--- config.mk ---
export PLATFORM = sky130hd
export DESIGN_NAME = interrupt_priority_privilege
export DESIGN_NICKNAME = d
export VERILOG_FILES = /design/src/core/interrupt_priority_privilege.v /design/src/core/opcode_classifier.v
export VERILOG_INCLUDE_DIRS = /design/src /design/src/inc
export SDC_FILE = /design/constraint.sdc
export NUM_CORES = 1
export LEC_CHECK = 0
export BUFFER_PORTS_ARGS = -buffer_cell sky130_fd_sc_hd__buf_2
export CAP_MARGIN = 25
export CORE_ASPECT_RATIO = 1.4
export CORE_UTILIZATION = 35
export CTS_CLUSTER_DIAMETER = 150
export DETAILED_ROUTE_END_ITERATION = 10
export PLACE_DENSITY_LB_ADDON = 0.2
export SLEW_MARGIN = 20
export SYNTH_ARGS = -nofsm -noshare
export SYNTH_HDL_FRONTEND = slang
export SYNTH_HIERARCHICAL = 1
export SYNTH_SLANG_ARGS = --single-unit
--- constraint.sdc ---
create_clock -name core_clk -period 9.3 [get_ports core_clk]
set_clock_uncertainty 0.2 [all_clocks]
set_input_delay 0.465 -clock core_clk [delete_from_list [all_inputs] [get_ports core_clk]]
set_output_delay 0.465 -clock core_clk [all_outputs]
set_load 0.02 [all_outputs]
--- src/inc/interrupt_priority_privilege_regs.vh ---
// constants for the interrupt priority and privilege unit
// assumes inclusion by bare name from the design files
`ifndef INTERRUPT_PRIORITY_PRIVILEGE_REGS_VH
`define INTERRUPT_PRIORITY_PRIVILEGE_REGS_VH
// ----------------------------------------------------------------
// register word offsets on the bus
// ----------------------------------------------------------------
`define OFS_STATUS 3'h0
`define OFS_PRIO   3'h1
`define OFS_EXTVB  3'h2
`define OFS_INTVB  3'h3
`define OFS_FLAGS  3'h4
`define OFS_CTRL   3'h5
// ----------------------------------------------------------------
// field positions
// ----------------------------------------------------------------
`define STAT_SHADOW 8
`define STAT_BUSY   9
`define CTRL_IRQEN  0
`define FLG_S       7
`define FLG_Z       6
`define FLG_H       4
`define FLG_LV      2
`define FLG_C       0
// ----------------------------------------------------------------
// reset values
// ----------------------------------------------------------------
`define RST_PRIO  8'h00
`define RST_VB    8'h00
`define RST_FLAGS 8'h00
`define RST_CTRL  1'h0
// ----------------------------------------------------------------
// instruction classes
// ----------------------------------------------------------------
`define CL_NONE   4'h0
`define CL_PRIORITY_PUSH_OP  4'h1
`define CL_PRIORITY_POP_OP  4'h2
`define CL_POPIP  4'h3
`define CL_PUSHIP 4'h4
`define CL_RETI   4'h5
`define CL_LDEA   4'h6
`define CL_LDIA   4'h7
`define CL_LDAE   4'h8
`define CL_LDAI   4'h9
`define CL_CCF    4'ha
`define CL_SCF    4'hb
`define CL_BIT    4'hc
`define CL_SET    4'hd
`define CL_RST    4'he
`define CL_EXSP   4'hf
// ----------------------------------------------------------------
// clocks per instruction
// ----------------------------------------------------------------
`define CLK_IPOP  4'h4
`define CLK_LDVB  4'h4
`define CLK_CARRY 4'h2
`define CLK_POPIP 4'h7
`define CLK_PUSHIP 4'h9
`define CLK_RETI  4'hc
`define CLK_BIT   4'h7
`define CLK_SET   4'ha
`define CLK_RST   4'ha
`endif

--- src/core/interrupt_priority_privilege.v ---
// interrupt priority stack, privilege shadow, flags and vector bases
// assumes the core issues one instruction at a time and waits on ownDone
//
// The Avalon-MM register port and the register addresses were left to the implementer.
`timescale 1ns/1ps
`include "interrupt_priority_privilege_regs.vh"
module interrupt_priority_privilege (
  // clock and reset
  input  wire        core_clk,
  input  wire        nrst,
  // instruction issue
  input  wire        instStart,
  input  wire [7:0]  op0,
  input  wire [7:0]  op1,
  input  wire        altdIn,
  input  wire        ioiIn,
  input  wire        ioeIn,
  input  wire [1:0]  extAltClass,
  input  wire [1:0]  extIoClass,
  input  wire        coreEnd,
  output wire        instOwn,
  output wire        instIllegal,
  output wire        altFlags,
  output wire        altReg,
  output wire        ioSrc,
  output wire        ioDst,
  output wire        ready,
  output reg         ownDone_r,
  // core register values
  input  wire [15:0] spIn,
  input  wire [15:0] hlIn,
  input  wire [15:0] pcIn,
  input  wire [7:0]  accIn,
  output reg         spLoad_r,
  output reg  [15:0] spNext_r,
  output reg         pcLoad_r,
  output reg  [15:0] pcNext_r,
  output reg         accLoad_r,
  output reg         accAlt_r,
  output reg  [7:0]  accNext_r,
  // flag sources
  input  wire        logicValid,
  input  wire        logicAlt,
  input  wire [7:0]  logicResult,
  input  wire        afLoad,
  input  wire        afAlt,
  input  wire [7:0]  afData,
  output reg  [7:0]  flags_r,
  output reg  [7:0]  flagsAlt_r,
  // memory port, read data one cycle after memRd
  output reg         memRd_r,
  output reg         memWr_r,
  output reg  [15:0] memAddr_r,
  output reg  [7:0]  memWdata_r,
  output reg  [1:0]  memIo_r,
  input  wire [7:0]  memRdata,
  // interrupt request
  input  wire        irqReq,
  input  wire [1:0]  irqLevel,
  input  wire        irqExternal,
  input  wire [7:0]  irqOffset,
  output reg         irqTake_r,
  output reg  [15:0] irqVector_r,
  // avalon-mm slave
  input  wire [2:0]  address,
  input  wire        read,
  input  wire        write,
  input  wire [31:0] writedata,
  input  wire [3:0]  byteenable,
  output reg  [31:0] readdata,
  output wire        waitrequest
);
  // ----------------------------------------------------------------
  // state
  // ----------------------------------------------------------------
  reg  [7:0]  prio_r;
  reg  [7:0]  extVb_r;
  reg  [7:0]  intVb_r;
  reg         irqEn_r;
  reg         shadow_r;
  reg         busy_r;
  reg  [3:0]  cls_r;
  reg  [3:0]  cnt_r;
  reg  [3:0]  lim_r;
  reg         priv_r;
  reg         alt_r;
  reg  [1:0]  ioSel_r;
  reg  [1:0]  ioCls_r;
  reg  [7:0]  opB_r;
  reg  [15:0] sp_r;
  reg  [15:0] hl_r;
  reg  [15:0] pc_r;
  reg  [7:0]  acc_r;
  reg  [7:0]  pcl_r;
  reg         ack_r;
  wire [3:0]  cls;
  wire        priv;
  wire        illegal;
  wire [1:0]  altClass;
  wire [1:0]  ioClass;
  reg  [3:0]  lim;
  // ----------------------------------------------------------------
  // decode
  // ----------------------------------------------------------------
  opcode_classifier opcode_classifier_inst (
    .op0         (op0),
    .op1         (op1),
    .extAltClass (extAltClass),
    .extIoClass  (extIoClass),
    .cls         (cls),
    .privileged  (priv),
    .illegal     (illegal),
    .altClass    (altClass),
    .ioClass     (ioClass)
  );
  // prefix routing toward the rest of the core
  assign altFlags    = altdIn & altClass[1];
  assign altReg      = altdIn & altClass[0];
  assign ioSrc       = (ioiIn | ioeIn) & ioClass[1];
  assign ioDst       = (ioiIn | ioeIn) & ioClass[0];
  assign instIllegal = illegal;
  assign instOwn     = !illegal && cls != `CL_NONE && cls != `CL_EXSP;
  assign ready       = !busy_r;
  // clocks taken by each owned class
  always @* begin
    case (cls)
      `CL_PRIORITY_PUSH_OP, `CL_PRIORITY_POP_OP: lim = `CLK_IPOP;
      `CL_POPIP:  lim = `CLK_POPIP;
      `CL_PUSHIP: lim = `CLK_PUSHIP;
      `CL_RETI:   lim = `CLK_RETI;
      `CL_CCF, `CL_SCF: lim = `CLK_CARRY;
      `CL_BIT:    lim = `CLK_BIT;
      `CL_SET:    lim = `CLK_SET;
      `CL_RST:    lim = `CLK_RST;
      default:    lim = `CLK_LDVB;
    endcase
  end
  // ----------------------------------------------------------------
  // boundary and interrupt gating
  // ----------------------------------------------------------------
  wire lastCyc  = busy_r && cnt_r == lim_r;
  wire boundary = lastCyc || coreEnd;
  wire allow    = !shadow_r && !priv_r;
  wire irqWin   = boundary && allow && irqEn_r && irqReq && irqLevel > prio_r[1:0];
  wire bitZero  = !memRdata[opB_r[5:3]];
  wire [7:0] bitMask = 8'h01 << opB_r[5:3];
  wire [7:0] flSel  = alt_r ? flagsAlt_r : flags_r;
  // ----------------------------------------------------------------
  // sequencer: timing, memory requests, stack and pc updates
  // ----------------------------------------------------------------
  always @(posedge core_clk or negedge nrst) begin
    if (!nrst) begin
      busy_r     <= 1'b0;
      cls_r      <= `CL_NONE;
      cnt_r      <= 4'h0;
      lim_r      <= 4'h0;
      priv_r     <= 1'b0;
      alt_r      <= 1'b0;
      ioSel_r    <= 2'h0;
      ioCls_r    <= 2'h0;
      opB_r      <= 8'h00;
      sp_r       <= 16'h0000;
      hl_r       <= 16'h0000;
      pc_r       <= 16'h0000;
      acc_r      <= 8'h00;
      pcl_r      <= 8'h00;
      shadow_r   <= 1'b0;
      ownDone_r  <= 1'b0;
      spLoad_r   <= 1'b0;
      spNext_r   <= 16'h0000;
      pcLoad_r   <= 1'b0;
      pcNext_r   <= 16'h0000;
      memRd_r    <= 1'b0;
      memWr_r    <= 1'b0;
      memAddr_r  <= 16'h0000;
      memWdata_r <= 8'h00;
      memIo_r    <= 2'h0;
      irqTake_r  <= 1'b0;
      irqVector_r <= 16'h0000;
    end else begin
      ownDone_r <= 1'b0;
      spLoad_r  <= 1'b0;
      pcLoad_r  <= 1'b0;
      memRd_r   <= 1'b0;
      memWr_r   <= 1'b0;
      irqTake_r <= irqWin;
      if (irqWin)
        irqVector_r <= {irqExternal ? extVb_r : intVb_r, irqOffset};
      // privilege shadow moves one instruction at each boundary
      if (boundary) begin
        shadow_r <= priv_r;
        priv_r   <= 1'b0;
      end
      if (instStart && !busy_r) begin
        priv_r  <= priv;
        alt_r   <= altdIn;
        ioSel_r <= {ioeIn, ioiIn};
        ioCls_r <= ioClass;
        opB_r   <= cls == `CL_RST ? op0 : op1; // restart vector sits in the first byte
        sp_r    <= spIn;
        hl_r    <= hlIn;
        pc_r    <= pcIn;
        acc_r   <= accIn;
        if (instOwn) begin
          busy_r <= 1'b1;
          cls_r  <= cls;
          cnt_r  <= 4'h1;
          lim_r  <= lim - 4'h1; // last busy cycle, so done lands on the count
          // first memory request leaves with the start
          case (cls)
            `CL_POPIP, `CL_RETI: begin
              memRd_r   <= 1'b1;
              memAddr_r <= spIn;
              memIo_r   <= 2'h0;
            end
            `CL_BIT, `CL_SET: begin
              memRd_r   <= 1'b1;
              memAddr_r <= hlIn;
              memIo_r   <= ioClass[1] ? {ioeIn, ioiIn} : 2'h0;
            end
            `CL_PUSHIP: begin
              memWr_r    <= 1'b1;
              memAddr_r  <= spIn - 16'h0001;
              memWdata_r <= prio_r;
              memIo_r    <= 2'h0;
            end
            `CL_RST: begin
              memWr_r    <= 1'b1;
              memAddr_r  <= spIn - 16'h0001;
              memWdata_r <= pcIn[15:8];
              memIo_r    <= 2'h0;
            end
            default: memIo_r <= 2'h0;
          endcase
        end
      end else if (busy_r) begin
        cnt_r <= cnt_r + 4'h1;
        // follow-on requests of multi-byte classes
        if (cnt_r == 4'h1 && cls_r == `CL_RETI) begin
          memRd_r   <= 1'b1;
          memAddr_r <= sp_r + 16'h0001;
        end
        if (cnt_r == 4'h1 && cls_r == `CL_RST) begin
          memWr_r    <= 1'b1;
          memAddr_r  <= sp_r - 16'h0002;
          memWdata_r <= pc_r[7:0];
        end
        if (cnt_r == 4'h2 && cls_r == `CL_RETI) begin
          memRd_r   <= 1'b1;
          memAddr_r <= sp_r + 16'h0002;
        end
        if (cnt_r == 4'h3 && cls_r == `CL_RETI)
          pcl_r <= memRdata;
        if (cnt_r == 4'h4 && cls_r == `CL_RETI)
          pcNext_r <= {memRdata, pcl_r};
        if (cnt_r == 4'h2 && cls_r == `CL_SET) begin
          memWr_r    <= 1'b1;
          memAddr_r  <= hl_r;
          memWdata_r <= memRdata | bitMask;
          memIo_r    <= ioCls_r[0] ? ioSel_r : 2'h0;
        end
        if (lastCyc) begin
          busy_r    <= 1'b0;
          ownDone_r <= 1'b1;
          case (cls_r)
            `CL_POPIP: begin
              spLoad_r <= 1'b1;
              spNext_r <= sp_r + 16'h0001;
            end
            `CL_PUSHIP: begin
              spLoad_r <= 1'b1;
              spNext_r <= sp_r - 16'h0001;
            end
            `CL_RETI: begin
              spLoad_r <= 1'b1;
              spNext_r <= sp_r + 16'h0003;
              pcLoad_r <= 1'b1;
            end
            `CL_RST: begin
              spLoad_r <= 1'b1;
              spNext_r <= sp_r - 16'h0002;
              pcLoad_r <= 1'b1;
              pcNext_r <= {intVb_r, 1'b0, opB_r[5:3], 4'h0};
            end
            default: spLoad_r <= 1'b0;
          endcase
        end
      end
    end
  end
  // ----------------------------------------------------------------
  // priority stack, vector bases, control; instruction wins over bus
  // ----------------------------------------------------------------
  wire busWr = write && ack_r && byteenable[0];
  always @(posedge core_clk or negedge nrst) begin
    if (!nrst) begin
      prio_r    <= `RST_PRIO;
      extVb_r   <= `RST_VB;
      intVb_r   <= `RST_VB;
      irqEn_r   <= `RST_CTRL;
      accLoad_r <= 1'b0;
      accAlt_r  <= 1'b0;
      accNext_r <= 8'h00;
    end else begin
      accLoad_r <= 1'b0;
      if (busWr && address == `OFS_CTRL)
        irqEn_r <= writedata[`CTRL_IRQEN];
      if (irqTake_r)
        prio_r <= {prio_r[5:0], irqLevel};
      else if (busy_r && cnt_r == 4'h1 && cls_r == `CL_PRIORITY_PUSH_OP)
        prio_r <= {prio_r[5:0], opB_r[4], opB_r[3]};
      else if (busy_r && cnt_r == 4'h1 && cls_r == `CL_PRIORITY_POP_OP)
        prio_r <= {prio_r[1:0], prio_r[7:2]};
      else if (busy_r && cnt_r == 4'h2 && (cls_r == `CL_POPIP || cls_r == `CL_RETI))
        prio_r <= memRdata;
      else if (busWr && address == `OFS_PRIO)
        prio_r <= writedata[7:0];
      if (busy_r && cnt_r == 4'h1 && cls_r == `CL_LDEA)
        extVb_r <= acc_r;
      else if (busWr && address == `OFS_EXTVB)
        extVb_r <= writedata[7:0];
      if (busy_r && cnt_r == 4'h1 && cls_r == `CL_LDIA)
        intVb_r <= acc_r;
      else if (busWr && address == `OFS_INTVB)
        intVb_r <= writedata[7:0];
      if (busy_r && cnt_r == 4'h1 && (cls_r == `CL_LDAE || cls_r == `CL_LDAI)) begin
        accLoad_r <= 1'b1;
        accAlt_r  <= alt_r;
        accNext_r <= cls_r == `CL_LDAE ? extVb_r : intVb_r;
      end
    end
  end
  // ----------------------------------------------------------------
  // flags: main and alternate sets
  // ----------------------------------------------------------------
  reg [7:0] flUpd;
  reg       flHit;
  always @* begin
    flUpd = flSel;
    flHit = 1'b0;
    if (busy_r && cnt_r == 4'h1) begin
      case (cls_r)
        `CL_CCF: begin flUpd[`FLG_C] = !flSel[`FLG_C]; flHit = 1'b1; end
        `CL_SCF: begin flUpd[`FLG_C] = 1'b1; flHit = 1'b1; end
        `CL_LDAE, `CL_LDAI: begin
          flUpd[`FLG_S] = cls_r == `CL_LDAE ? extVb_r[7] : intVb_r[7];
          flUpd[`FLG_Z] = (cls_r == `CL_LDAE ? extVb_r : intVb_r) == 8'h00;
          flHit = 1'b1;
        end
        default: flHit = 1'b0;
      endcase
    end
    if (busy_r && cnt_r == 4'h2 && cls_r == `CL_BIT) begin
      flUpd[`FLG_Z] = bitZero;
      flHit = 1'b1;
    end
  end
  // set of bits in memory never reaches here: flags stay as the bit test left them
  always @(posedge core_clk or negedge nrst) begin
    if (!nrst) begin
      flags_r    <= `RST_FLAGS;
      flagsAlt_r <= `RST_FLAGS;
    end else begin
      if (flHit && !alt_r)
        flags_r <= flUpd;
      else if (logicValid && !logicAlt) begin
        flags_r[`FLG_S]  <= logicResult[7];
        flags_r[`FLG_Z]  <= logicResult == 8'h00;
        flags_r[`FLG_LV] <= |logicResult[7:4];
      end else if (afLoad && !afAlt)
        flags_r <= afData;
      if (flHit && alt_r)
        flagsAlt_r <= flUpd;
      else if (logicValid && logicAlt) begin
        flagsAlt_r[`FLG_S]  <= logicResult[7];
        flagsAlt_r[`FLG_Z]  <= logicResult == 8'h00;
        flagsAlt_r[`FLG_LV] <= |logicResult[7:4];
      end else if (afLoad && afAlt)
        flagsAlt_r <= afData;
    end
  end
  // ----------------------------------------------------------------
  // avalon-mm slave: one wait cycle, then answer
  // ----------------------------------------------------------------
  assign waitrequest = (read || write) && !ack_r;
  always @(posedge core_clk or negedge nrst) begin
    if (!nrst) begin
      ack_r    <= 1'b0;
      readdata <= 32'h00000000;
    end else begin
      ack_r <= (read || write) && !ack_r;
      if (read && !ack_r) begin
        case (address)
          `OFS_STATUS: readdata <= {22'h0, busy_r, shadow_r, prio_r};
          `OFS_PRIO:   readdata <= {24'h000000, prio_r};
          `OFS_EXTVB:  readdata <= {24'h000000, extVb_r};
          `OFS_INTVB:  readdata <= {24'h000000, intVb_r};
          `OFS_FLAGS:  readdata <= {16'h0000, flagsAlt_r, flags_r};
          `OFS_CTRL:   readdata <= {31'h0, irqEn_r};
          default:     readdata <= 32'h00000000;
        endcase
      end
    end
  end
endmodule

--- src/core/opcode_classifier.v ---
// opcode classifier: class, privilege, dropped opcodes, prefix routing
// assumes op0/op1 are the first two bytes after any alternate/io prefix
`timescale 1ns/1ps
`include "interrupt_priority_privilege_regs.vh"
module opcode_classifier (
  // opcode bytes
  input  wire [7:0] op0,
  input  wire [7:0] op1,
  // class hints for instructions executed elsewhere
  input  wire [1:0] extAltClass,
  input  wire [1:0] extIoClass,
  // results
  output reg  [3:0] cls,
  output reg        privileged,
  output reg        illegal,
  output reg  [1:0] altClass,
  output reg  [1:0] ioClass
);
  wire ed = (op0 == 8'hed);
  wire cb = (op0 == 8'hcb);
  // decode table; altClass is {flags,register}, ioClass is {source,dest}
  always @* begin
    cls        = `CL_NONE;
    privileged = 1'b0;
    illegal    = 1'b0;
    altClass   = extAltClass;
    ioClass    = extIoClass;
    if (ed) begin
      case (op1)
        8'h46, 8'h56, 8'h4e, 8'h5e: begin
          cls = `CL_PRIORITY_PUSH_OP;
          privileged = 1'b1;
          altClass = 2'h0;
        end
        8'h5d: begin
          cls = `CL_PRIORITY_POP_OP;
          privileged = 1'b1;
          altClass = 2'h0;
        end
        8'h7e: begin
          cls = `CL_POPIP;
          privileged = 1'b1;
          altClass = 2'h0;
        end
        8'h76: begin cls = `CL_PUSHIP; altClass = 2'h0; end
        8'h4d: begin cls = `CL_RETI; altClass = 2'h0; end
        8'h47: begin cls = `CL_LDEA; altClass = 2'h0; end
        8'h4f: begin cls = `CL_LDIA; altClass = 2'h0; end
        8'h57: begin cls = `CL_LDAE; altClass = 2'h3; end
        8'h5f: begin cls = `CL_LDAI; altClass = 2'h3; end
        8'h54: begin cls = `CL_EXSP; altClass = 2'h1; end
        8'h67: begin
          privileged = 1'b1;
          altClass = 2'h0;
        end
        8'h77: altClass = 2'h1;
        8'h6f: illegal = 1'b1;
        default: begin
          // block compares and block port transfers are gone
          if (op1[7:5] == 3'h5 && !op1[2] && op1[1:0] != 2'h0) illegal = 1'b1;
        end
      endcase
    end else if (cb && op1[2:0] == 3'h6 && op1[7:6] == 2'h1) begin
      cls = `CL_BIT;
      privileged = 1'b1;
      altClass = 2'h2;
      ioClass = 2'h2;
    end else if (cb && op1[2:0] == 3'h6 && op1[7:6] == 2'h3) begin
      cls = `CL_SET;
      altClass = 2'h0;
      ioClass = 2'h3;
    end else if ((op0 == 8'hdd || op0 == 8'hfd) && op1 == 8'hf9) begin
      privileged = 1'b1;
    end else begin
      case (op0)
        8'hf9: privileged = 1'b1;
        8'h3f: begin cls = `CL_CCF; altClass = 2'h2; end
        8'h37: begin cls = `CL_SCF; altClass = 2'h2; end
        8'he3, 8'h27, 8'h76, 8'hf3, 8'hfb, 8'hd3, 8'hdb: illegal = 1'b1;
        8'hc7, 8'hcf, 8'hf7: illegal = 1'b1;
        default: if (op0[7:6] == 2'h3 && op0[2:0] == 3'h7) cls = `CL_RST;
      endcase
    end
  end
endmodule

==> out/results.ini <==
[power_and_ir_drop]
internal_power_mw = 2.588
p_leak_nw = 8.025
netSwitchingFraction = 0.4080
vdd_drop_max_uv = 130.8
seqPwrFrac = 0.371
finalPower_mw = 4.371
p_per_area_mw_per_mm2 = 250.4
p_sw_mw = 1.783
p_clk_frac = 0.255
combPwrFrac = 0.374

[min_path]
hold_path_startpoint = write
hold_depth = 3
hp-class = in2reg
min_delay_worst_endpoint = ack_r

[clock_tree]
cts_hold_buf = 63
root_buffer = clkbuf_16
post_cts_buffers = 0
clk_pin_slew_ns = 0.06
clockBufferDepth = 3
htree_num_levels = 1
cts-resized-gates = 0
clock_latency_ns = 0.55
cts_tree = done
numCtsBuffers = 26
clock_sinks = 226

[global_route]
grt_max_degree = 115
grt_pass1_vias = 13260
grt.total_usage = 0.2462
overflow = 0
grt_pass1_wl_um = 77070
antenna_found_initial = 3

[timing]
layout_min_cycle_time_ns = 4.293
rsz0062_at_grt = false
setup_tns_ns = 0
fin_worst_hold_slack_ns = 0.03297
drv_slew = 0
slew_headroom = 0.2966
min_period_over_period = 0.4616
setup_violations = 0
hold_viol_final = 0
worst_pin_slew_ns = 1.051
clock.fmax_mhz = 233.0

[setup_path]
ff2ff_path_depth = 11
end_kind = register
criticalPathCategory = in2reg
crit_arrival_ns = 4.51
crit_slowest_cell = o211a_1
regToRegStartpoint = cls_r[1]
cp_max_fo = 19
crit_path_frequent_cell = o21ai_0
cp.required_ns = 9.52
startpoint_type = primary input
critPathMaxStageDelay_ns = 0.84
ff2ff_setup_slack_ns = 5.33
rr_endpoint = spNext_r[15]
crit_chain = buf_2 -> nand3b_1 -> or3_1 -> nor2_4 -> o21ai_0 -> nand3_1 -> o211a_1 -> nand2b_1 -> nor2b_1 -> o31ai_1 -> o221ai_1 -> a31oi_1 -> o21ai_0

[yosys]
synthArstFlopShare = 1.000
synth_area_mm2 = 0.01417
ys_seq_elements = 226
yosysTopAreaCell = dfrtp_1
yosysTopAreaCellShare = 0.3992
ys_types = 92
yosys-top-cells-area = dfrtp_1 (40%), nand2_1 (8.5%), mux2i_1 (4.5%), o21ai_0 (4.4%), a21oi_1 (3.9%)
synth_edf_count = 0
syn_area_per_cell_um2 = 8.575
syn_inst = 1652
yosysSeqAreaShare = 0.3992
synth-main-ff-cell = dfrtp_1
ys.warnings.count = 6

[final_layout]
utilization = 0.4409
final_nets = 2124
instances_no_fill = 2480
drive_gt1_frac = 0.2068
syn_to_final_growth_pct = 23.24

[routing]
num_vias = 13730
drt_wl_total_um = 51990
drcViolationCount = 0
firstDrtPassIters = 7
wl_per_cell_um = 20.97
via_per_inst = 5.537
drt_iter0_markers = 1328
ant_nets = 0

[die]
row_count = 86
fp.dieW_um = 172.0
die_area_mm2 = 0.04129
core_area_mm2 = 0.03960
initial_core_util = 0.3577
die_h_um = 240.0
pin_count = 310

[run]
drv_cap = 0

[status]
status = finished clean

[place]
gp_congestion = 0.9629
dp.cells = 2364
io_buffers = 266
dp_hpwl_um = 38620

==> worst max-delay path by stage <==
stage               startpoint            end
floorplan               op0[2]  memWdata_r[0]
global placement        op0[4]  memAddr_r[11]
detailed placement      op0[4]  memAddr_r[11]
CTS                     op0[4]  memAddr_r[11]
global route            op0[4]  memAddr_r[11]
finish                  op0[4]  memAddr_r[11]
==> Yosys cell counts (18+ instances only) <==
cell type / instances
xnor2_1: 29
nand2_1: 322
clkbuf_1: 71
nand3_1: 26
xor2_1: 22
inv_1: 43
mux2_2: 41
mux2i_1: 64
nor2_1: 114
nor3_1: 25
dfrtp_1: 226
buf_4: 18
a21oi_1: 111
a31oi_1: 21
o211ai_1: 18
nor2b_1: 18
ha_1: 31
o21ai_0: 124
o22ai_1: 24
==> per-layer routing <==
metal  global-route usage  up-vias  routed length [um]
li1                     -     6459                   -
met1               0.2811     6630               19990
met2               0.4440      512               26670
met3              0.02700      130                2582
met4               0.1325        0                2751
met5                    0        -                   0
==> cell families after synthesis <==
logic type	share of synthesized area
adders and majority gates	0.02738
DFF	0.3992
buffers and inverters	0.05043
other	0.0002647
AOI/OAI and AO/OA	0.2107
and+or+nand+nor	0.1984
xor gates and xnor gates	0.03153
muxes	0.08205
==> critical path, delay by kind of cell <==
family,cells,cell delay [ns]
and+or+nand+nor,6,2.14
buffers and inverters,1,0.15
AOI/OAI and AO/OA,6,1.73
==> final cells by class <==
| type | instances | area [um2] |
|---|---|---|
| diodes | 3 | 7.507 |
| inverters | 43 | 161.4 |
| fillers | 4083 | 22140 |
| multi-input cells | 1278 | 7875 |
| clock buffers | 39 | 770.7 |
| clock inverters | 9 | 147.6 |
| flip-flops and latches | 226 | 5655 |
| repair buffers | 354 | 2180 |
| well taps | 528 | 660.6 |
==> state kept, by name (all words and copies together) (netlist names), 16 cells and up <==
register and cells:
memAddr_r 16, irqVector_r 16, spNext_r 16, sp_r 16, pcNext_r 16, readdata 16
hl_r 16
==> power by group through the flow <==
stage	registers, mW	clock network (mW)	logic [mW]
3_3_place_gp	1.62	0	1.58
2_1_floorplan	1.57	0	1.09
6_report	1.62	1.11	1.63
4_1_cts	1.61	1.14	1.63
5_1_grt	1.66	1.17	1.79
3_5_place_dp	1.63	0	1.60
==> metrics by stage <==
stage	setup slack, ns	instance area (um2)
floorplan	5.295	14220
global placement	4.557	15870
detailed placement	4.507	15870
CTS	5.081	17420
global route	4.800	17460
finish	5.007	17460
==> placed cells by master, fill, tap and decap left out, types with 31 or more instances in the layout <==
cell type,synthesis,final
buf_2,16,265
mux2_2,41,41
mux2i_1,64,64
dfrtp_1,226,226
inv_1,43,43
nand2_1,322,321
nor2_1,114,113
ha_1,31,31
dlygate4sd3_1,0,63
a21oi_1,111,110
o21ai_0,124,124
No activity file was read; power rests on OpenSTA's default activity.
